--- src/shared/fhn_pkg.sv ---
package fhn_pkg;
   localparam int unsigned RESET_MIN_CYCLES = 8;
   localparam logic [3:0]  RST_CNT_ZERO     = 4'h0;
   localparam logic [3:0]  RST_CNT_DONE     = 4'h8;
   localparam logic [3:0]  RST_CNT_ONE      = 4'h1;
   localparam logic [31:0] FETCH_START_ADDR = 32'h0000_0000;
   localparam int unsigned FSR_W            = 32;
   // Writable status fields, ones mark bits software can write.
   localparam logic [31:0] FSR_WRITABLE     = 32'hcfc0_0fff;
   localparam logic [31:0] FSR_RESET        = 32'h0000_0000;

   typedef struct packed {
      logic dep_found;
      logic dep_clear;
   } fhn_dep_t;

   typedef struct packed {
      logic compare_issue;
      logic compare_done;
   } fhn_cmp_t;

   typedef enum logic [2:0] {
      ST_RESET = 3'b001,
      ST_RUN   = 3'b010,
      ST_HOLD  = 3'b100
   } fhn_state_t;
endpackage

--- src/verilog/fhn_cmp_track.sv ---
module fhn_cmp_track (
   input  wire logic              clock,
   input  wire logic              rst,
   input  wire logic              pipe_clear,
   input  wire fhn_pkg::fhn_cmp_t cmp,
   output logic                   cond_code_valid
);
   import fhn_pkg::*;

   logic [3:0] pend_ff;
   logic [3:0] nxt_pend;

   always_comb begin
      nxt_pend = pend_ff;
      if (cmp.compare_issue && !cmp.compare_done) begin
         nxt_pend = pend_ff + RST_CNT_ONE;
      end else if (!cmp.compare_issue && cmp.compare_done && pend_ff != RST_CNT_ZERO) begin
         nxt_pend = pend_ff - RST_CNT_ONE;
      end
   end

   always_ff @(posedge clock) begin
      if (rst || pipe_clear) begin
         pend_ff <= RST_CNT_ZERO;
      end else begin
         pend_ff <= nxt_pend;
      end
   end

   // Valid drops while any compare is outstanding.
   assign cond_code_valid = (pend_ff == RST_CNT_ZERO);
endmodule

--- src/verilog/fhn_hold_null.sv ---
// How it works
// - Nullify output is high every cycle the coprocessor holds the pipeline.
// - Both hold request and low condition-code-valid feed the nullify output.
// - While reset is low, pipeline clears and writable status fields go zero.
// - Clock is high in first half of a cycle, low in second.
// - Every pipeline stage starts on and is clocked by the rising edge.
// - Dependency seen in decode raises hold request next cycle until cleared.
// - Condition-code-valid drops while compares pend and returns when done.
module fhn_hold_null (
   input  wire logic              clock,
   input  wire logic              rst,
   input  wire logic              reset_n,
   input  wire fhn_pkg::fhn_dep_t dep,
   input  wire fhn_pkg::fhn_cmp_t cmp,
   input  wire logic [31:0]       fsr_wdata,
   input  wire logic              fsr_we,
   output logic                   copro_hold_req_n,
   output logic                   cond_code_valid,
   output logic                   nullify_cycle_out,
   output logic [31:0]            fp_status_reg,
   output logic                   in_reset
);
   import fhn_pkg::*;

   fhn_state_t state_ff;
   fhn_state_t nxt_state;
   logic       hold_ff;
   logic       ccv_raw;
   logic       ccv_ff;
   logic       null_ff;
   logic       pipe_clear;
   logic [31:0] fsr_ff;

   // The device reset pin is sampled at the rising edge like any other input.
   assign pipe_clear = !reset_n;

   always_comb begin
      nxt_state = state_ff;
      unique case (state_ff)
         ST_RESET: if (reset_n) nxt_state = ST_RUN;
         ST_RUN: begin
            if (!reset_n) nxt_state = ST_RESET;
            else if (dep.dep_found && !dep.dep_clear) nxt_state = ST_HOLD;
         end
         ST_HOLD: begin
            if (!reset_n) nxt_state = ST_RESET;
            else if (dep.dep_clear) nxt_state = ST_RUN;
         end
         default: nxt_state = ST_RESET;
      endcase
   end

   always_ff @(posedge clock) begin
      if (rst) begin
         state_ff <= ST_RESET;
      end else begin
         state_ff <= nxt_state;
      end
   end

   always_ff @(posedge clock) begin
      if (rst || pipe_clear) begin
         hold_ff <= 1'b0;
      end else begin
         hold_ff <= (nxt_state == ST_HOLD);
      end
   end

   fhn_cmp_track u_cmp (
      .clock           (clock),
      .rst             (rst),
      .pipe_clear      (pipe_clear),
      .cmp             (cmp),
      .cond_code_valid (ccv_raw)
   );

   always_ff @(posedge clock) begin
      if (rst || pipe_clear) begin
         ccv_ff <= 1'b1;
      end else begin
         ccv_ff <= ccv_raw;
      end
   end

   always_ff @(posedge clock) begin
      if (rst || pipe_clear) begin
         null_ff <= 1'b0;
      end else begin
         null_ff <= (nxt_state == ST_HOLD) || !ccv_raw;
      end
   end

   // writable fields cleared
   // The system reset also clears the read-only bits so they never start unknown.
   always_ff @(posedge clock) begin
      if (rst) begin
         fsr_ff <= FSR_RESET;
      end else if (pipe_clear) begin
         fsr_ff <= fsr_ff & ~FSR_WRITABLE;
      end else if (fsr_we) begin
         fsr_ff <= (fsr_ff & ~FSR_WRITABLE) | (fsr_wdata & FSR_WRITABLE);
      end
   end

   logic in_rst_ff;
   always_ff @(posedge clock) begin
      if (rst) begin
         in_rst_ff <= 1'b1;
      end else begin
         in_rst_ff <= pipe_clear;
      end
   end

   assign copro_hold_req_n  = !hold_ff;
   assign cond_code_valid   = ccv_ff;
   assign nullify_cycle_out = null_ff;
   assign fp_status_reg     = fsr_ff;
   assign in_reset          = in_rst_ff;
endmodule
--- config.mk ---
export PLATFORM = sky130hd
export DESIGN_NAME = fhn_hold_null
export DESIGN_NICKNAME = d
export VERILOG_FILES = /design/src/shared/fhn_pkg.sv /design/src/verilog/fhn_cmp_track.sv /design/src/verilog/fhn_hold_null.sv
export SDC_FILE = /design/constraint.sdc
export NUM_CORES = 1
export LEC_CHECK = 0
export ABC_AREA = 1
export BUFFER_PORTS_ARGS = -buffer_cell sky130_fd_sc_hd__buf_2
export CORE_MARGIN = 5
export CORE_UTILIZATION = 47
export CTS_CLUSTER_DIAMETER = 40
export DETAILED_ROUTE_END_ITERATION = 8
export GPL_ROUTABILITY_DRIVEN = 0
export GPL_TIMING_DRIVEN = 0
export PLACE_DENSITY = 0.82
export SKIP_CTS_REPAIR_TIMING = 1
export SYNTH_ARGS = -nofsm -noshare
export SYNTH_HDL_FRONTEND = slang
export SYNTH_SLANG_ARGS = --single-unit
--- constraint.sdc ---
create_clock -name clock -period 1.85 [get_ports clock]
set_input_delay 0.2775 -clock clock [delete_from_list [all_inputs] [get_ports clock]]
set_output_delay 0.2775 -clock clock [all_outputs]
set_load 0.05 [all_outputs]
==> out/metrics.cfg, run 1 <==
[setup_path]
crit_family=simple AND/OR/NAND/NOR gates
cp_max_fo=3
critical_path_arrival_ps=1500
cp-end-kind=flop
path_cells=ha_1 -> nand2_1 -> nand2_1 -> nor2_2 -> nand2_2 -> a21oi_1 -> nor2_1
crit_slowest_cell=dfxtp_1
max_stage_delay_ps=340
crit_type=flop to flop
required_ps=2070
r2r_slack_ps=570
cp_num_buf_inv=0
cp_common_cell=nand2_1
start_kind=flop

[clock_tree]
clock_latency_ps=320
cts_buffers=5
cts_tree=done
h-tree-depth=2
clockBufferDepth=2
cts-root-buf=clkbuf_4
clk_pin_slew_ps=90
cts_sinks=31

[run]
drv_cap=0

[routing]
drt-pass1-iter-count=4
via_per_inst=4.52
drt_wl_total_mm=2.85
ant_nets=0
drt_iter0_drc=27
num_vias=1230
drc=0
post_drt_wl_per_cell_um=10.5

[global_route]
busiest_layer=met2
use_met2_pct=23.2
grt_use_met3_pct=4.68
grt_overflow=0
track_usage_pct=14.3
grtUsageMet1_pct=16.2
grt_pass1_wl_mm=4.63
antenna_found_initial=0
grt_pass1_vias=1108
grt_max_degree=11

[sta]
layout_setup_ws_ps=574
fin_tns_setup_ps=0
hold_viol_final=0
finalSetupViolCount=0
finalCritPeriodShare_pct=69.0
fmax_mhz=783
fin_skew_ps=1.01
rsz0062_at_grt=no
finalMaxSlewViolations=0
min_period_ps=1280

[final_layout]
finalInstanceArea_mm2=0.00181
n_antenna_cell=0
drive_gt1_share_pct=46.0
syn2layout_area_growth_pct=27.8
largest_reg_flops=20
num-nets-final=282
post-route-util_pct=60.9

[floorplanning]
fp-row-count=20
ios=76
start_util_pct=47.6
die_w_um=64.9
dieHeight_um=64.9
coreArea_mm2=0.00298
die_area_mm2=0.00422

[run_status]
status=finished, final reports clean

[synthesis]
synth-seq-cells=31
yosys.area.top_type=dfxtp_1
synthCells=170
synth_most_common_cell=nand2_1
ys.flop_type=dfxtp_1
ys_seq_area_share_pct=43.7
syn_avg_cell_area_um2=8.35
synth_common_cells=53 x nand2_1, 31 x dfxtp_1, 19 x a21oi_2
netlist.area_leader.share_pct=43.7
yosysUniqueCellTypes=23
synth_edf_count=0
ys_warn_count=0
synth_area_mm2=0.00142
synth_area_leaders=dfxtp_1 44%, nand2_1 14%, a21oi_2 12%
ys_async_sr_fraction_pct=0

[worst_hold_path]
hold_path.class=primary input to flop

[power]
pwr_density_cell_mw_per_mm2=775
peakVddDrop_uv=390
cellLeakagePower_nw=0.911
power.total_mw=1.41

[place]
port_buffers=51
dp_hpwl_mm=2.17
place_area_mm2=0.00176
post-place-ws_ps=311

[kinds of logic after synthesis]
logic type,share of synthesized area [%]
compound gates,13.7
flops,43.7
other cells,0.264
fa+ha+maj,3.17
simple gates,25.7
buf+inv,12.8
xor+xnor,0.617
[area by class of cell]
cell class	instances	area, µm²
plain buffers	18	133
clock buffers	6	51.3
clock inverters	1	5.00
fillers	275	1160
inverters	13	48.8
multi-input cells	119	658
flip-flops and latches	31	621
well taps	33	41.3
repair buffers	51	255
[worst register-to-register path, delay by kind of cell, from the launching register on]
family	cells	cell delay, ps
AND/OR/NAND/NOR	5	380
flip-flops	1	340
adder cells (fa/ha/maj)	1	340
AO/OA/AOI/OAI	1	120
[final timing paths]
path | startpoint | endpoint | depth (start not counted)
max | u_cmp.pend_ff[2] | u_cmp.pend_ff[3] | 7
min | fsr_wdata[0] | fp_status_reg[0] | 3
min reg2reg | fp_status_reg[1] | fp_status_reg[1] | 2
max reg2reg | u_cmp.pend_ff[2] | u_cmp.pend_ff[3] | 7
[per-layer routing]
metal / part of all wire (%) / up-vias
met1: 43 / 534
li1: - / 646
met4: 2.5 / 0
met5: 0 / -
met3: 8.1 / 7
met2: 47 / 43
[report_power, final]
| group | switching [mW] | internal, mW |
|---|---|---|
| clock network | 0.212 | 0.176 |
| logic | 0.215 | 0.0968 |
| registers | 0.0147 | 0.691 |
[placed cells by master (no fill, tap or decap)]
master	count
nor2_1	6
nand4_1	2
nor2_4	1
nand2_2	3
nand3_1	6
clkbuf_4	5
nand3_2	3
xnor2_1	1
inv_2	3
inv_1	10
clkinv_2	1
ha_1	2
nand2_4	2
nor2_2	3
a21oi_2	19
a31oi_1	1
o22ai_1	1
buf_2	55
a21oi_1	3
buf_4	12
dfxtp_1	31
clkbuf_8	1
buf_6	2
nand2_1	53
fa_1	1
conb_1	12
[stage by stage]
step,instances,hold slack [ps]
2_1_floorplan,181,410
3_3_place_gp,265,453
3_5_place_dp,265,457
4_1_cts,272,188
5_1_grt,272,184
6_report,272,206
Note: power is estimated with default switching activity, not from simulation.
==> inputs of run 2 (changes only) <==
Settings changed: CORE_UTILIZATION 47 to 40, PLACE_DENSITY 0.82 to 0.74.
Clock period 1.85 ns to 1.1 ns, I/O delays scaled along.
==> out/metrics.cfg, run 2 (synthesis gave the netlist of run 1 again) <==
[final_layout]
n_antenna_cell=0  ; unchanged
largest_reg_flops=20  ; unchanged
final_common_cell=nand2_1  ; was buf_2
num-nets-final=284  ; was 282
layout_common_cells=50 x nand2_1, 31 x buf_2, 28 x dfxtp_1  ; was 55 x buf_2, 53 x nand2_1, 31 x dfxtp_1
drive_gt1_share_pct=52.9  ; was 46.0%
syn2layout_area_growth_pct=43.0  ; was 27.8%
instances_no_fill=288  ; was 272

[global_route]
antenna_found_initial=0  ; unchanged
track_usage_pct=12.4  ; was 14.3%
grt_pass1_vias=1147  ; was 1,108
grt_pass1_wl_mm=4.94  ; was 4.63 mm
grt_overflow=0  ; unchanged
grt_max_degree=11  ; unchanged

[power]
pwr_density_cell_mw_per_mm2=1330  ; was 775 mW/mm²
cellLeakagePower_nw=0.961  ; was 0.911 nW
peakVddDrop_uv=618  ; was 390 µV
power.total_mw=2.70  ; was 1.41 mW

[place]
port_buffers=51  ; unchanged
dp_hpwl_mm=2.29  ; was 2.17 mm
placedCellCount=278  ; was 265

[floorplanning]
die_w_um=69.6  ; was 64.9 µm
coreArea_mm2=0.00339  ; was 0.00298 mm²
ios=76  ; unchanged
die_area_mm2=0.00484  ; was 0.00422 mm²
fp-row-count=21  ; was 20
start_util_pct=41.9  ; was 47.6%
dieHeight_um=69.6  ; was 64.9 µm

[clock_tree]
cts_tree=done  ; unchanged
clockBufferDepth=2  ; unchanged
cts_buffers=5  ; unchanged
h-tree-depth=2  ; unchanged
cts-root-buf=clkbuf_4  ; unchanged
clock_latency_ps=330  ; was 320 ps
cts_sinks=31  ; unchanged
clk_pin_slew_ps=100  ; was 90 ps

[run]
drv_cap=0  ; unchanged

[sta]
whs_ps=84.7  ; was 206 ps
finalMaxSlewViolations=0  ; unchanged
min_period_ps=1190  ; was 1280 ps
finalSetupViolCount=3  ; was 0
finalCritPeriodShare_pct=108  ; was 69.0%
hold_viol_final=0  ; unchanged
rsz0062_at_grt=yes  ; was no
fin_skew_ps=8.79  ; was 1.01 ps
fmax_mhz=838  ; was 783 MHz
layout_setup_ws_ps=-93.4  ; was 574 ps

[setup_path]
cp_max_fo=3  ; unchanged
reg2reg_to=u_cmp.pend_ff[3]  ; unchanged
critical_path_arrival_ps=1420  ; was 1500 ps
crit_type=flop to flop  ; unchanged
worstRegToRegCells=7  ; unchanged
cp-end-kind=flop  ; unchanged
r2r_slack_ps=-90  ; was 570 ps
r2r_start=u_cmp.pend_ff[2]  ; unchanged
required_ps=1320  ; was 2070 ps
start_kind=flop  ; unchanged

[run_status]
status=finished with violations  ; was finished, final reports clean
violations=setup timing

[routing]
drt_iter0_drc=51  ; was 27
drc=0  ; unchanged
via_per_inst=4.34  ; was 4.52
drt_wl_total_mm=2.97  ; was 2.85 mm
drt-pass1-iter-count=5  ; was 4
num_vias=1250  ; was 1,230
ant_nets=0  ; unchanged
post_drt_wl_per_cell_um=10.3  ; was 10.5 µm

[worst_hold_path]
hold_path.class=primary input to flop  ; unchanged
worstHoldEndpoint=fp_status_reg[10]  ; was fp_status_reg[0]
min_path_cells=3  ; unchanged
min_from=fsr_wdata[10]  ; was fsr_wdata[0]

run 2: changes by cell type in the layout (fill, tap and decap cells not counted), sizes merged:
cell,before,now
clkbuf,6,15
buf,69,62
bufinv,0,1
run 2: power by group:
part / leakage (nW) / switching (mW) / total [mW] / internal (mW)
logic: 0.657 / 0.380 / 0.584 / 0.204
clock network: 0.0482 / 0.386 / 0.923 / 0.537
registers: 0.255 / 0.0283 / 1.19 / 1.16
run 2: metal layers:
metal / part of all wire [%] / vias up / track usage [%] / wire length (µm)
met2: 45 / 42 / 19.8 / 1330
met1: 44 / 550 / 14.5 / 1310
met3: 10 / 5 / 5.80 / 296
li1: - / 653 / - / -
met5: 0 / - / 0 / 0
met4: 1.2 / 0 / 4.56 / 36
run 2: layout make-up:
| cell class | count | area (µm²) |
|---|---|---|
| Clock inverter | 2 | 35.0 |
| Fill cell | 310 | 1360 |
| Timing Repair Buffer | 53 | 338 |
| Buffer | 18 | 133 |
| Tap cell | 46 | 57.6 |
| Multi-Input combinational cell | 119 | 732 |
| Inverter | 13 | 51.3 |
| Clock buffer | 6 | 51.3 |
| Sequential cell | 31 | 632 |
run 2: worst max-delay path: stages (launching register included):
cell	delay, ps
dfxtp_4	370
ha_4	270
nand2_4	70
nand2_2	50
nor2_2	110
nand2_2	70
a21oi_2	110
nor2_1	50
run 2: worst max path at each step:
stage	from	to	slack [ps]	cells past startpoint
final	u_cmp.pend_ff[2]	u_cmp.pend_ff[3]	-90	7
after global routing	u_cmp.pend_ff[2]	u_cmp.pend_ff[3]	-120	7
after CTS	u_cmp.pend_ff[1]	u_cmp.pend_ff[3]	-120	7
after detailed placement	cmp[0]	u_cmp.pend_ff[3]	-210	10
after global placement	cmp[0]	u_cmp.pend_ff[3]	-190	10
after floorplan	u_cmp.pend_ff[1]	u_cmp.pend_ff[3]	-10	7
run 2: stage by stage:
step	utilization [%]	setup TNS (ps)	area [µm²]	setup WS, ps
2_1_floorplan	-	-14.0	1520	-14.0
3_3_place_gp	54.0	-390	1830	-189
3_5_place_dp	54.0	-417	1830	-210
4_1_cts	56.6	-356	1920	-123
5_1_grt	59.9	-334	2030	-121
6_report	59.9	-189	2030	-93.4
